`config.mk`:
```
export PLATFORM = sky130hd
export DESIGN_NAME = iad_decode
export DESIGN_NICKNAME = d
export VERILOG_FILES = /design/src/rtl/iad_pkg.sv /design/src/rtl/iad_decode.sv /design/src/rtl/iad_sync2.sv
export SDC_FILE = /design/constraint.sdc
export NUM_CORES = 1
export LEC_CHECK = 0
export ABC_CLOCK_PERIOD_IN_PS = 3880
export BUFFER_PORTS_ARGS = -buffer_cell sky130_fd_sc_hd__buf_2
export CAP_MARGIN = 15
export CORE_MARGIN = 2
export CORE_UTILIZATION = 29
export CTS_BUF_LIST = sky130_fd_sc_hd__clkbuf_4 sky130_fd_sc_hd__clkbuf_8
export DETAILED_ROUTE_END_ITERATION = 16
export SYNTH_ARGS = -nofsm -noshare
export SYNTH_HDL_FRONTEND = slang
export SYNTH_HIERARCHICAL = 1
export SYNTH_SLANG_ARGS = --single-unit
```
`constraint.sdc`:
```
create_clock -name clk_sys -period 3.88 [get_ports clk_sys]
set_clock_uncertainty 0.05 [all_clocks]
set_input_delay 0.776 -clock clk_sys [delete_from_list [all_inputs] [get_ports clk_sys]]
set_output_delay 0.776 -clock clk_sys [all_outputs]
set_load 0.03 [all_outputs]
```
`src/rtl/iad_pkg.sv`:
```
// Shared constants and carrier types for the ISA address decode front end.
// Assumes a 10-bit ISA I/O address and jumper/switch straps presented as plain levels.
package iad_pkg;

  localparam int ADDR_W = 10;
  localparam int WIN_LO = 5;
  localparam int WIN_W = 5;
  localparam int IRQ_W = 16;
  localparam int NCHAN = 3;
  localparam int NSTREAM = 2;

  // Factory straps: base hex 220, streams on channels 6 and 7, levels 10 and 5, gate bit 4
  localparam logic [4:0] DEF_BASE_SW = 5'h11;
  localparam logic [ADDR_W-1:0] DEF_BASE_ADDR = 10'h220;
  localparam logic [ADDR_W-1:0] DEF_LAST_ADDR = 10'h23F;
  localparam logic [1:0] DMA_NONE = 2'h0;
  localparam logic [1:0] DMA_CH5 = 2'h1;
  localparam logic [1:0] DMA_CH6 = 2'h2;
  localparam logic [1:0] DMA_CH7 = 2'h3;
  localparam logic [1:0] DEF_DMA1 = DMA_CH6;
  localparam logic [1:0] DEF_DMA2 = DMA_CH7;
  localparam logic [3:0] DEF_ANA_IRQ = 4'hA;
  localparam logic [3:0] DEF_DIO_IRQ = 4'h5;
  localparam logic [2:0] DEF_GATE_BIT = 3'h4;

  // Levels each circuit may drive: 3-7,9-12,14,15 and 3-7,9
  localparam logic [IRQ_W-1:0] ANA_IRQ_OK = 16'hDEF8;
  localparam logic [IRQ_W-1:0] DIO_IRQ_OK = 16'h02F8;

  localparam logic [IRQ_W-1:0] RST_IRQ = 16'h0000;
  localparam logic [NCHAN-1:0] RST_DRQ = 3'h0;

  typedef struct packed {
    logic [ADDR_W-1:0] addr;
    logic iord_n;
    logic iowr_n;
    logic aen;
    logic [NCHAN-1:0] dack_n;
  } iad_isa_pins_t;

  typedef struct packed {
    logic [WIN_W-1:0] base_address_switch;
    logic [NSTREAM-1:0][1:0] dma_route_jumpers;
    logic [3:0] ana_irq_jumper;
    logic [3:0] dio_irq_jumper;
    logic [2:0] dio_irq_gate_jumper;
  } iad_cfg_t;

  typedef struct packed {
    logic sel;
    logic [WIN_W-1:0] reg_index;
    logic rd_stb;
    logic wr_stb;
  } iad_access_t;

endpackage

```
`src/rtl/iad_decode.sv`:
```
// ISA address decode, DMA routing and interrupt routing for a data-acquisition board.
// Assumes ISA pins arrive asynchronously; request lines come from on-chip logic on clk_sys.
`timescale 1ns/1ps
`default_nettype none
module iad_decode
  import iad_pkg::*;
#(
  parameter int NREG = 32
) (
  input wire logic clk_sys,
  input wire logic nrst,
  input wire logic ce,
  input wire iad_isa_pins_t isa_in,
  input wire iad_cfg_t straps,
  input wire logic [7:0] port_c,
  input wire logic ana_irq_req,
  input wire logic dio_irq_req,
  input wire logic [NSTREAM-1:0] dma_req,
  output iad_access_t access,
  output logic [NSTREAM-1:0] dma_ack,
  output logic [NCHAN-1:0] drq_out,
  output logic [NCHAN-1:0] drq_oe,
  output logic [IRQ_W-1:0] irq_out,
  output logic [IRQ_W-1:0] irq_oe
);

  localparam int PIN_W = $bits(iad_isa_pins_t);
  localparam int CFG_W = $bits(iad_cfg_t);
  localparam int SY_W = PIN_W + CFG_W;

  typedef struct packed {
    logic prev_rd_n;
    logic prev_wr_n;
    iad_access_t acc;
    logic [NSTREAM-1:0] ack;
    logic [NCHAN-1:0] drq;
    logic [NCHAN-1:0] drq_en;
    logic [IRQ_W-1:0] irq;
    logic [IRQ_W-1:0] irq_en;
  } iad_state_t;

  initial begin
    if (NREG != (1 << WIN_W)) begin
      $error("iad_decode: register window must be 32 bytes");
    end
  end

  // One-hot channel select from a route code; code 0 leaves the stream unrouted
  function automatic logic [NCHAN-1:0] chan_onehot(input logic [1:0] code);
    logic [NCHAN-1:0] oh;
    oh = '0;
    case (code)
      DMA_CH5: oh = 3'h1;
      DMA_CH6: oh = 3'h2;
      DMA_CH7: oh = 3'h4;
      default: oh = '0;
    endcase
    return oh;
  endfunction

  // One-hot level select, kept only if the level is wired for that circuit
  function automatic logic [IRQ_W-1:0] irq_onehot(input logic [3:0] lvl,
                                                  input logic [IRQ_W-1:0] ok);
    logic [IRQ_W-1:0] oh;
    oh = '0;
    oh[lvl] = 1'b1;
    return oh & ok;
  endfunction

  // Strobes idle high and the straps read as all zeros, so the
  // synchroniser outputs are offset by these constants during reset.
  localparam iad_isa_pins_t PIN_IDLE = '{addr: '0, iord_n: 1'b1, iowr_n: 1'b1,
                                         aen: 1'b1, dack_n: '1};
  localparam logic [SY_W-1:0] SY_RST = {PIN_IDLE, {CFG_W{1'b0}}};

  logic [SY_W-1:0] sy_raw;
  iad_isa_pins_t sy_pins;
  iad_cfg_t sy_cfg;

  iad_sync2 #(
    .W(SY_W)
  ) u_sync (
    .clk_sys(clk_sys),
    .nrst(nrst),
    .ce(ce),
    .d({isa_in ^ PIN_IDLE, straps}),
    .rst_val(SY_RST),
    .q(sy_raw)
  );

  assign sy_pins = iad_isa_pins_t'(sy_raw[SY_W-1:CFG_W]);
  assign sy_cfg = iad_cfg_t'(sy_raw[CFG_W-1:0]);

  iad_state_t st_reg;
  iad_state_t st_next;

  logic win_hit;
  logic cpu_cycle;
  logic rd_fall;
  logic wr_fall;
  logic dio_gate;
  logic [NSTREAM-1:0][NCHAN-1:0] route;
  logic [IRQ_W-1:0] ana_line;
  logic [IRQ_W-1:0] dio_line;

  always_comb begin
    st_next = st_reg;
    win_hit = 1'b0;
    cpu_cycle = 1'b0;
    rd_fall = 1'b0;
    wr_fall = 1'b0;
    dio_gate = 1'b0;
    route = '0;
    ana_line = '0;
    dio_line = '0;

    // The switch reads high on its OFF side, so the bit compares directly
    win_hit = (sy_pins.addr[ADDR_W-1:WIN_LO] == sy_cfg.base_address_switch);
    // AEN high or any acknowledge low means the DMA controller drives the address
    cpu_cycle = !sy_pins.aen && (&sy_pins.dack_n);
    rd_fall = st_reg.prev_rd_n && !sy_pins.iord_n;
    wr_fall = st_reg.prev_wr_n && !sy_pins.iowr_n;

    st_next.prev_rd_n = sy_pins.iord_n;
    st_next.prev_wr_n = sy_pins.iowr_n;
    st_next.acc.sel = win_hit && cpu_cycle;
    st_next.acc.rd_stb = win_hit && cpu_cycle && rd_fall;
    st_next.acc.wr_stb = win_hit && cpu_cycle && wr_fall;
    if (win_hit && cpu_cycle) begin
      st_next.acc.reg_index = sy_pins.addr[WIN_LO-1:0];
    end

    // A single code per stream drives both request and acknowledge
    for (int s = 0; s < NSTREAM; s++) begin
      route[s] = chan_onehot(sy_cfg.dma_route_jumpers[s]);
    end
    st_next.drq = '0;
    st_next.drq_en = '0;
    for (int s = 0; s < NSTREAM; s++) begin
      st_next.drq_en = st_next.drq_en | route[s];
      if (dma_req[s]) begin
        st_next.drq = st_next.drq | route[s];
      end
      st_next.ack[s] = |(route[s] & ~sy_pins.dack_n);
    end

    // Tristate drive: enable only the jumpered line, leave the rest to other cards
    dio_gate = port_c[sy_cfg.dio_irq_gate_jumper];
    ana_line = irq_onehot(sy_cfg.ana_irq_jumper, ANA_IRQ_OK);
    dio_line = dio_gate ? irq_onehot(sy_cfg.dio_irq_jumper, DIO_IRQ_OK) : '0;
    st_next.irq_en = ana_line | dio_line;
    st_next.irq = (ana_irq_req ? ana_line : '0) | (dio_irq_req ? dio_line : '0);

    if (!ce) begin
      st_next = st_reg;
    end
  end

  always_ff @(posedge clk_sys or negedge nrst) begin
    if (!nrst) begin
      st_reg.prev_rd_n <= 1'b1;
      st_reg.prev_wr_n <= 1'b1;
      st_reg.acc <= '0;
      st_reg.ack <= '0;
      st_reg.drq <= RST_DRQ;
      st_reg.drq_en <= RST_DRQ;
      st_reg.irq <= RST_IRQ;
      st_reg.irq_en <= RST_IRQ;
    end else begin
      st_reg <= st_next;
    end
  end

  assign access = st_reg.acc;
  assign dma_ack = st_reg.ack;
  assign drq_out = st_reg.drq;
  assign drq_oe = st_reg.drq_en;
  assign irq_out = st_reg.irq;
  assign irq_oe = st_reg.irq_en;

endmodule
`default_nettype wire

```
`src/rtl/iad_sync2.sv`:
```
// Two-stage synchroniser for a bundle of asynchronous levels.
// Assumes each bit is independent; multi-bit values must be stable while sampled.
`timescale 1ns/1ps
`default_nettype none
module iad_sync2 #(
  parameter int W = 1
) (
  input wire logic clk_sys,
  input wire logic nrst,
  input wire logic ce,
  input wire logic [W-1:0] d,
  input wire logic [W-1:0] rst_val,
  output logic [W-1:0] q
);

  typedef struct packed {
    logic [W-1:0] s1;
    logic [W-1:0] s2;
  } iad_sync_st_t;

  iad_sync_st_t st_reg;
  iad_sync_st_t st_next;

  initial begin
    if (W < 1) begin
      $error("iad_sync2: width must be at least one");
    end
  end

  always_comb begin
    st_next = st_reg;
    if (ce) begin
      st_next.s1 = d;
      st_next.s2 = st_reg.s1;
    end
  end

  // Reset takes zero; rst_val is XORed onto the second stage output, so q reads rst_val during reset
  always_ff @(posedge clk_sys or negedge nrst) begin
    if (!nrst) begin
      st_reg <= '0;
    end else begin
      st_reg <= st_next;
    end
  end

  assign q = st_reg.s2 ^ rst_val;

endmodule
`default_nettype wire
```
==> impl_metrics.ini, run 1 <==
[critical_path]
worst_setup_path_end_kind = flop
cp.arrival_ns = 2.47
r2r_start = u_sync/st_reg[0]
max_stage_delay_ns = 0.76
crit_start = u_sync/st_reg[0]
crit_fanout = 11
crit_buf_inv = 0
critPathTopFamily = compound AO/OA/AOI/OAI gates
start_kind = flop
criticalPathCategory = reg -> reg
critPathRequiredTime_ns = 4.13
critPathSlowestCell = a22oi_1
worstPathCellList = xor2_1 -> mux2i_1 -> a22oi_1 -> nand3_1 -> o221ai_1

[place]
placedCellCount = 780
portBuffers = 88
place_ws_ns = 1.61
gp_congestion = 0.773
post-dp-hpwl_um = 7330

[die]
die_w_um = 145
coreArea_sq_mm = 0.0195
die-area_sq_mm = 0.0210
start_util_pct = 29.5
num_rows = 51
num_io_pins = 99
die_y_um = 145

[layout]
regArea_sq_mm = 0.00281
layout_commonest_cell = dfrtp_1
fin_util_pct = 33.0
fillers = 1968
multi_input_comb_area_sq_mm = 0.00248
mostFrequentLayoutCells = dfrtp_1, buf_2, mux2_4, conb_1, xor2_1
largest_reg_flops = 72
nets = 577
final_cells = 796
layout-drive-gt1-share_pct = 36.3
syn_to_final_growth_pct = 11.6
n_antenna_cell = 0

[clock_network]
cts.htree.levels = 3
cts-root-buf = clkbuf_8
tritoncts = done
cts_hold_buf = 0
cts_resized = 0
cts_setup_buffers = 0
cts_buffers = 9
clk_path_buf_depth = 2
clk_latency_ns = 0.39
clock_sinks = 112
clkTransAtPathRegs_ns = 0.11

[grt]
grt_overflow = 0
grt_first_pass_wirelength_um = 16800
grt_usage_pct = 10.5
grt_antenna_before_repair = 0
grt_max_degree = 118
grt_pass1_vias = 3142

[sta]
hold_viol_final = 0
fin_hold_ws_ns = 0.440
tightest_slew_ns = 0.930
finalSetupTns_ns = 0
fin_ws_ns = 1.66
period_minus_slack_ns = 2.22
setup_viol_count_final = 0
fmax_ghz = 0.450
drv_slew = 0
rsz0062_at_grt = false
post-route-period-util_pct = 57.2
slew_headroom_pct = 38.0

[synthesis]
ys_warn_count = 6
synth_top_area_share_pct = 47.9
synth.distinct_cells = 41
synth_top_area_cell = dfrtp_1
syn_area_sq_mm = 0.00575
synth_area_leaders = dfrtp_1, mux2_4, buf_4, xor2_1, buf_12
synth_seq_cells = 112
ys_async_sr_fraction_pct = 100
synth_cells = 450
synth_edf_count = 0
postSynthAreaPerCell_sq_um = 12.8
ys_seq_area_share_pct = 48.8
ys.flop_type = dfrtp_1

[routing]
drt.antenna.violating_nets = 0
drc = 0
dr.pass1.iters = 4
drt_iter0_markers = 105
via_per_inst = 4.11
wl_per_cell_um = 12.9
wl_um = 10300
vias = 3271

[power]
max-vdd-ir-drop_mv = 0.229
powerDensity_mw_per_mm2 = 465
p_leak_uw = 0.00312

[flow_run]
maxCapViolations = 0

[hold_path]
min_path_type = in -> async

[outcome]
outcome = complete, no violations
[final cells by class]
cell class,count,area share (%)
clock buffer,9,1.93
clock inverter,7,1.95
inverter,15,0.878
multi-input combinational,298,38.7
sequential,112,43.7
tap,265,5.17
timing repair buffer,90,7.63
[cell usage after synthesis, drive strengths merged, types with 3 or more instances]
master   instances
a21oi           10
a22oi            3
a31oi           10
buf             63
clkbuf           6
dfrtp          110
inv             14
mux2            80
mux2i            5
nand2           13
nand3           12
nand4           12
nor2            25
nor2b           10
nor3b            6
o21ai            5
o2bb2ai          5
xor2            39
[per-stage QoR]
stage | cell area (sq um) | total power, uW
floorplan | 5910 | 2060
global placement | 6160 | 2150
detailed placement | 6160 | 2170
CTS | 6410 | 3040
global route | 6410 | 3170
finish | 6410 | 2980
[final timing paths]
kind / slack, ns / depth (start not counted) / end
max reg2reg: 1.66 / 5 / irq_out[7]
max: 1.66 / 5 / irq_out[7]
min in group clk_sys: 0.44 / 1 / access[7]
min reg2reg: 0.44 / 1 / access[7]
min: 0.44 / 1 / u_sync/st_reg[62]
max in group asynchronous: 2.59 / 2 / u_sync/st_reg[10]
[power breakdown]
group | internal [uW] | switching (uW) | total [uW]
registers | 1320 | 91.9 | 1410
logic | 312 | 410 | 722
clock network | 435 | 417 | 852
[worst register-to-register path, stage by stage (launching register included)]
cell	delay [ns]
dfrtp_1	0.37
xor2_1	0.38
mux2i_1	0.14
a22oi_1	0.76
nand3_1	0.21
o221ai_1	0.23
[cell families (layout without fill, tap and decap cells)]
logic type                Yosys count  count (layout)  share of synthesized area, %
AOI/OAI and AO/OA                  42              42                          4.99
xor gates and xnor gates           41              41                          6.25
buffers and inverters              84             121                          10.8
DFF                               112             112                          48.8
muxes                              85              85                          21.1
other                               2              46                         0.131
and+or+nand+nor                    84              84                          7.84
[per-layer routing]
metal	track usage (%)	wire length [um]
met1	14.0	4760
met2	16.0	4700
met3	3.62	645
met4	3.73	146
met5	0	0
Power figures use the tool's default switching activity.
==> run 2, diff against run 1 <==
- ABC_AREA: default -> 1
- ABC_CLOCK_PERIOD_IN_PS: 3880 -> 2250
- clock period: 3.88 -> 2.25 ns (I/O delays scaled with it)
==> impl_metrics.ini, run 2 <==
[critical_path]
worstPathCellList = inv_1 -> nand2_1 -> nand2_1 -> nand3b_1 -> nor3_2 -> nand4_2 -> buf_4 -> nand2_1 -> nand2_1
r2r_start = u_sync/st_reg[22]
worst_setup_path_end_kind = flop
path_common_cell = nand2_1
critPathRequiredTime_ns = 2.48
start_kind = flop
max_stage_delay_ns = 0.41
criticalPathCategory = reg -> reg
crit_fanout = 6
critPathSlowestCell = dfrtp_1
crit_start = u_sync/st_reg[22]
cp.arrival_ns = 1.93

[synthesis]
synth-adder-area-share_pct = 0
ys_async_sr_fraction_pct = 100
synth.distinct_cells = 29
postSynthAreaPerCell_sq_um = 7.22
ys_seq_area_share_pct = 47.8
synth_top_family_by_area = simple AND/OR/NAND/NOR gates
syn_area_sq_mm = 0.00587
synth_cells = 813
synth_most_common_cell = nand2_1
synth_commonest_cells = nand2_1, inv_1, dfrtp_1
synth_top_area_cell = dfrtp_1
synth_top_area_share_pct = 46.9
synth_area_leaders = dfrtp_1, nand2_1, inv_1, buf_4, nor2_1
synth_xor_area_share_pct = 0
synth_seq_cells = 112
synth.area.mux_share_pct = 0
synth_edf_count = 0
ys_warn_count = 6
synth-simple-area-share_pct = 32.0
synth-compound-area-share_pct = 3.50
ys.flop_type = dfrtp_1

[sta]
finalSetupTns_ns = 0
period_minus_slack_ns = 1.70
hold_viol_final = 0
rsz0062_at_grt = false
drv_slew = 0
tightest_slew_ns = 0.599
fin_hold_ws_ns = 0.0938
fin_ws_ns = 0.554
post-route-period-util_pct = 75.4
setup_viol_count_final = 0
fmax_ghz = 0.590
slew_headroom_pct = 60.0

[grt]
grt_use_met3_pct = 2.09
grt_antenna_before_repair = 0
grt_max_degree = 113
grt_first_pass_wirelength_um = 20700
grt_overflow = 0
grt_pass1_vias = 4432
grtUsageMet2_pct = 19.2
use_met1_pct = 15.8
grt.busiest_layer = met2
grt_usage_pct = 11.9

[power]
p_leak_uw = 0.00387
power.switching_uw = 1430
p_int_uw = 2950
total_power_uw = 4380
power.share.switching_pct = 32.7
p_clk_share_pct = 26.8
seqPwrFrac_pct = 53.1
combPwrFrac_pct = 20.2
powerDensity_mw_per_mm2 = 659
max-vdd-ir-drop_mv = 0.253

[clock_network]
tritoncts = done
clkTransAtPathRegs_ns = 0.11
cts_resized = 0
cts.htree.levels = 3
clk_latency_ns = 0.38
cts_hold_buf = 0
clock_sinks = 112
cts-root-buf = clkbuf_8
clk_path_buf_depth = 2
cts_setup_buffers = 0
cts_buffers = 9

[die]
die_y_um = 146
num_rows = 52
coreArea_sq_mm = 0.0200
num_io_pins = 99
die_w_um = 146
die-area_sq_mm = 0.0214
start_util_pct = 29.3

[layout]
layout-drive-gt1-share_pct = 12.6
nets = 975
mostFrequentLayoutCells = nand2_1, inv_1, dfrtp_1, buf_2, conb_1
layout_commonest_cell = nand2_1
fin_util_pct = 33.2
largest_reg_flops = 72
n_antenna_cell = 0
syn_to_final_growth_pct = 13.2

[routing]
via_per_inst = 3.91
wl_um = 11800
drt.antenna.violating_nets = 0
vias = 4683
drt_iter0_markers = 212
drc = 0
wl_per_cell_um = 9.83
dr.pass1.iters = 4

[place]
gp_congestion = 0.795
portBuffers = 88
post-dp-hpwl_um = 8070
place_ws_ns = 0.168

[flow_run]
maxCapViolations = 0

[outcome]
outcome = complete, no violations

[hold_path]
min_path_type = in -> async
[run 2: cell types whose count changed in the layout (fill, tap and decap cells not counted), moves of 36 or more]
cell,previous run,this run
xor2_1,39,0
conb_1,46,82
mux2_4,70,0
inv_1,14,111
nand2_1,13,404
[run 2: path summary, 6_finish.rpt]
| kind | end | slack, ns | cells after the start |
|---|---|---|---|
| worst max-delay path | access[2] | 0.55 | 9 |
| worst min-delay path | u_sync/st_reg[0] | 0.09 | 2 |
| worst max register to register | access[2] | 0.55 | 9 |
| worst min register to register | u_sync/st_reg[36] | 0.43 | 2 |
| max in group asynchronous | u_sync/st_reg[58] | 1.63 | 2 |
| min in group clk_sys | u_sync/st_reg[42] | 0.20 | 3 |
[run 2: final cells by class]
type / count / area (sq um)
Sequential cell: 112 / 2810
Clock inverter: 4 / 28.8
Fill cell: 2227 / 13400
Timing Repair Buffer: 92 / 500
Inverter: 114 / 433
Clock buffer: 11 / 151
Multi-Input combinational cell: 595 / 2390
Tap cell: 270 / 338
[run 2: metrics by stage]
stage               cells  instance area [sq um]
global route         1198                   6650
floorplan             893                   6170
global placement     1183                   6470
finish               1198                   6650
detailed placement   1183                   6470
CTS                  1198                   6650
[run 2: critical path: cells and delay by family (launching register included)]
kind / cells / cell delay [ns]
DFF: 1 / 0.41
buffers and inverters: 2 / 0.28
and+or+nand+nor: 7 / 0.86
[run 2: cells by family after synthesis]
family                 after synthesis
other                                2
and+or+nand+nor                    477
buffers and inverters              186
DFF                                112
AOI/OAI and AO/OA                   36
[run 2: metal layers]
layer	wire, um	vias up
li1	-	2506
met1	5820	2090
met2	5280	73
met3	465	14
met4	214	0
met5	0	-
[run 2: power by group through the flow]
stage                     logic [uW]  clock network [uW]  registers (uW)
after floorplan                  772                   0            2340
after global placement           883                   0            2360
after detailed placement         896                   0            2370
after CTS                        897                1230            2330
after global routing            1030                1310            2360
final                            884                1170            2330
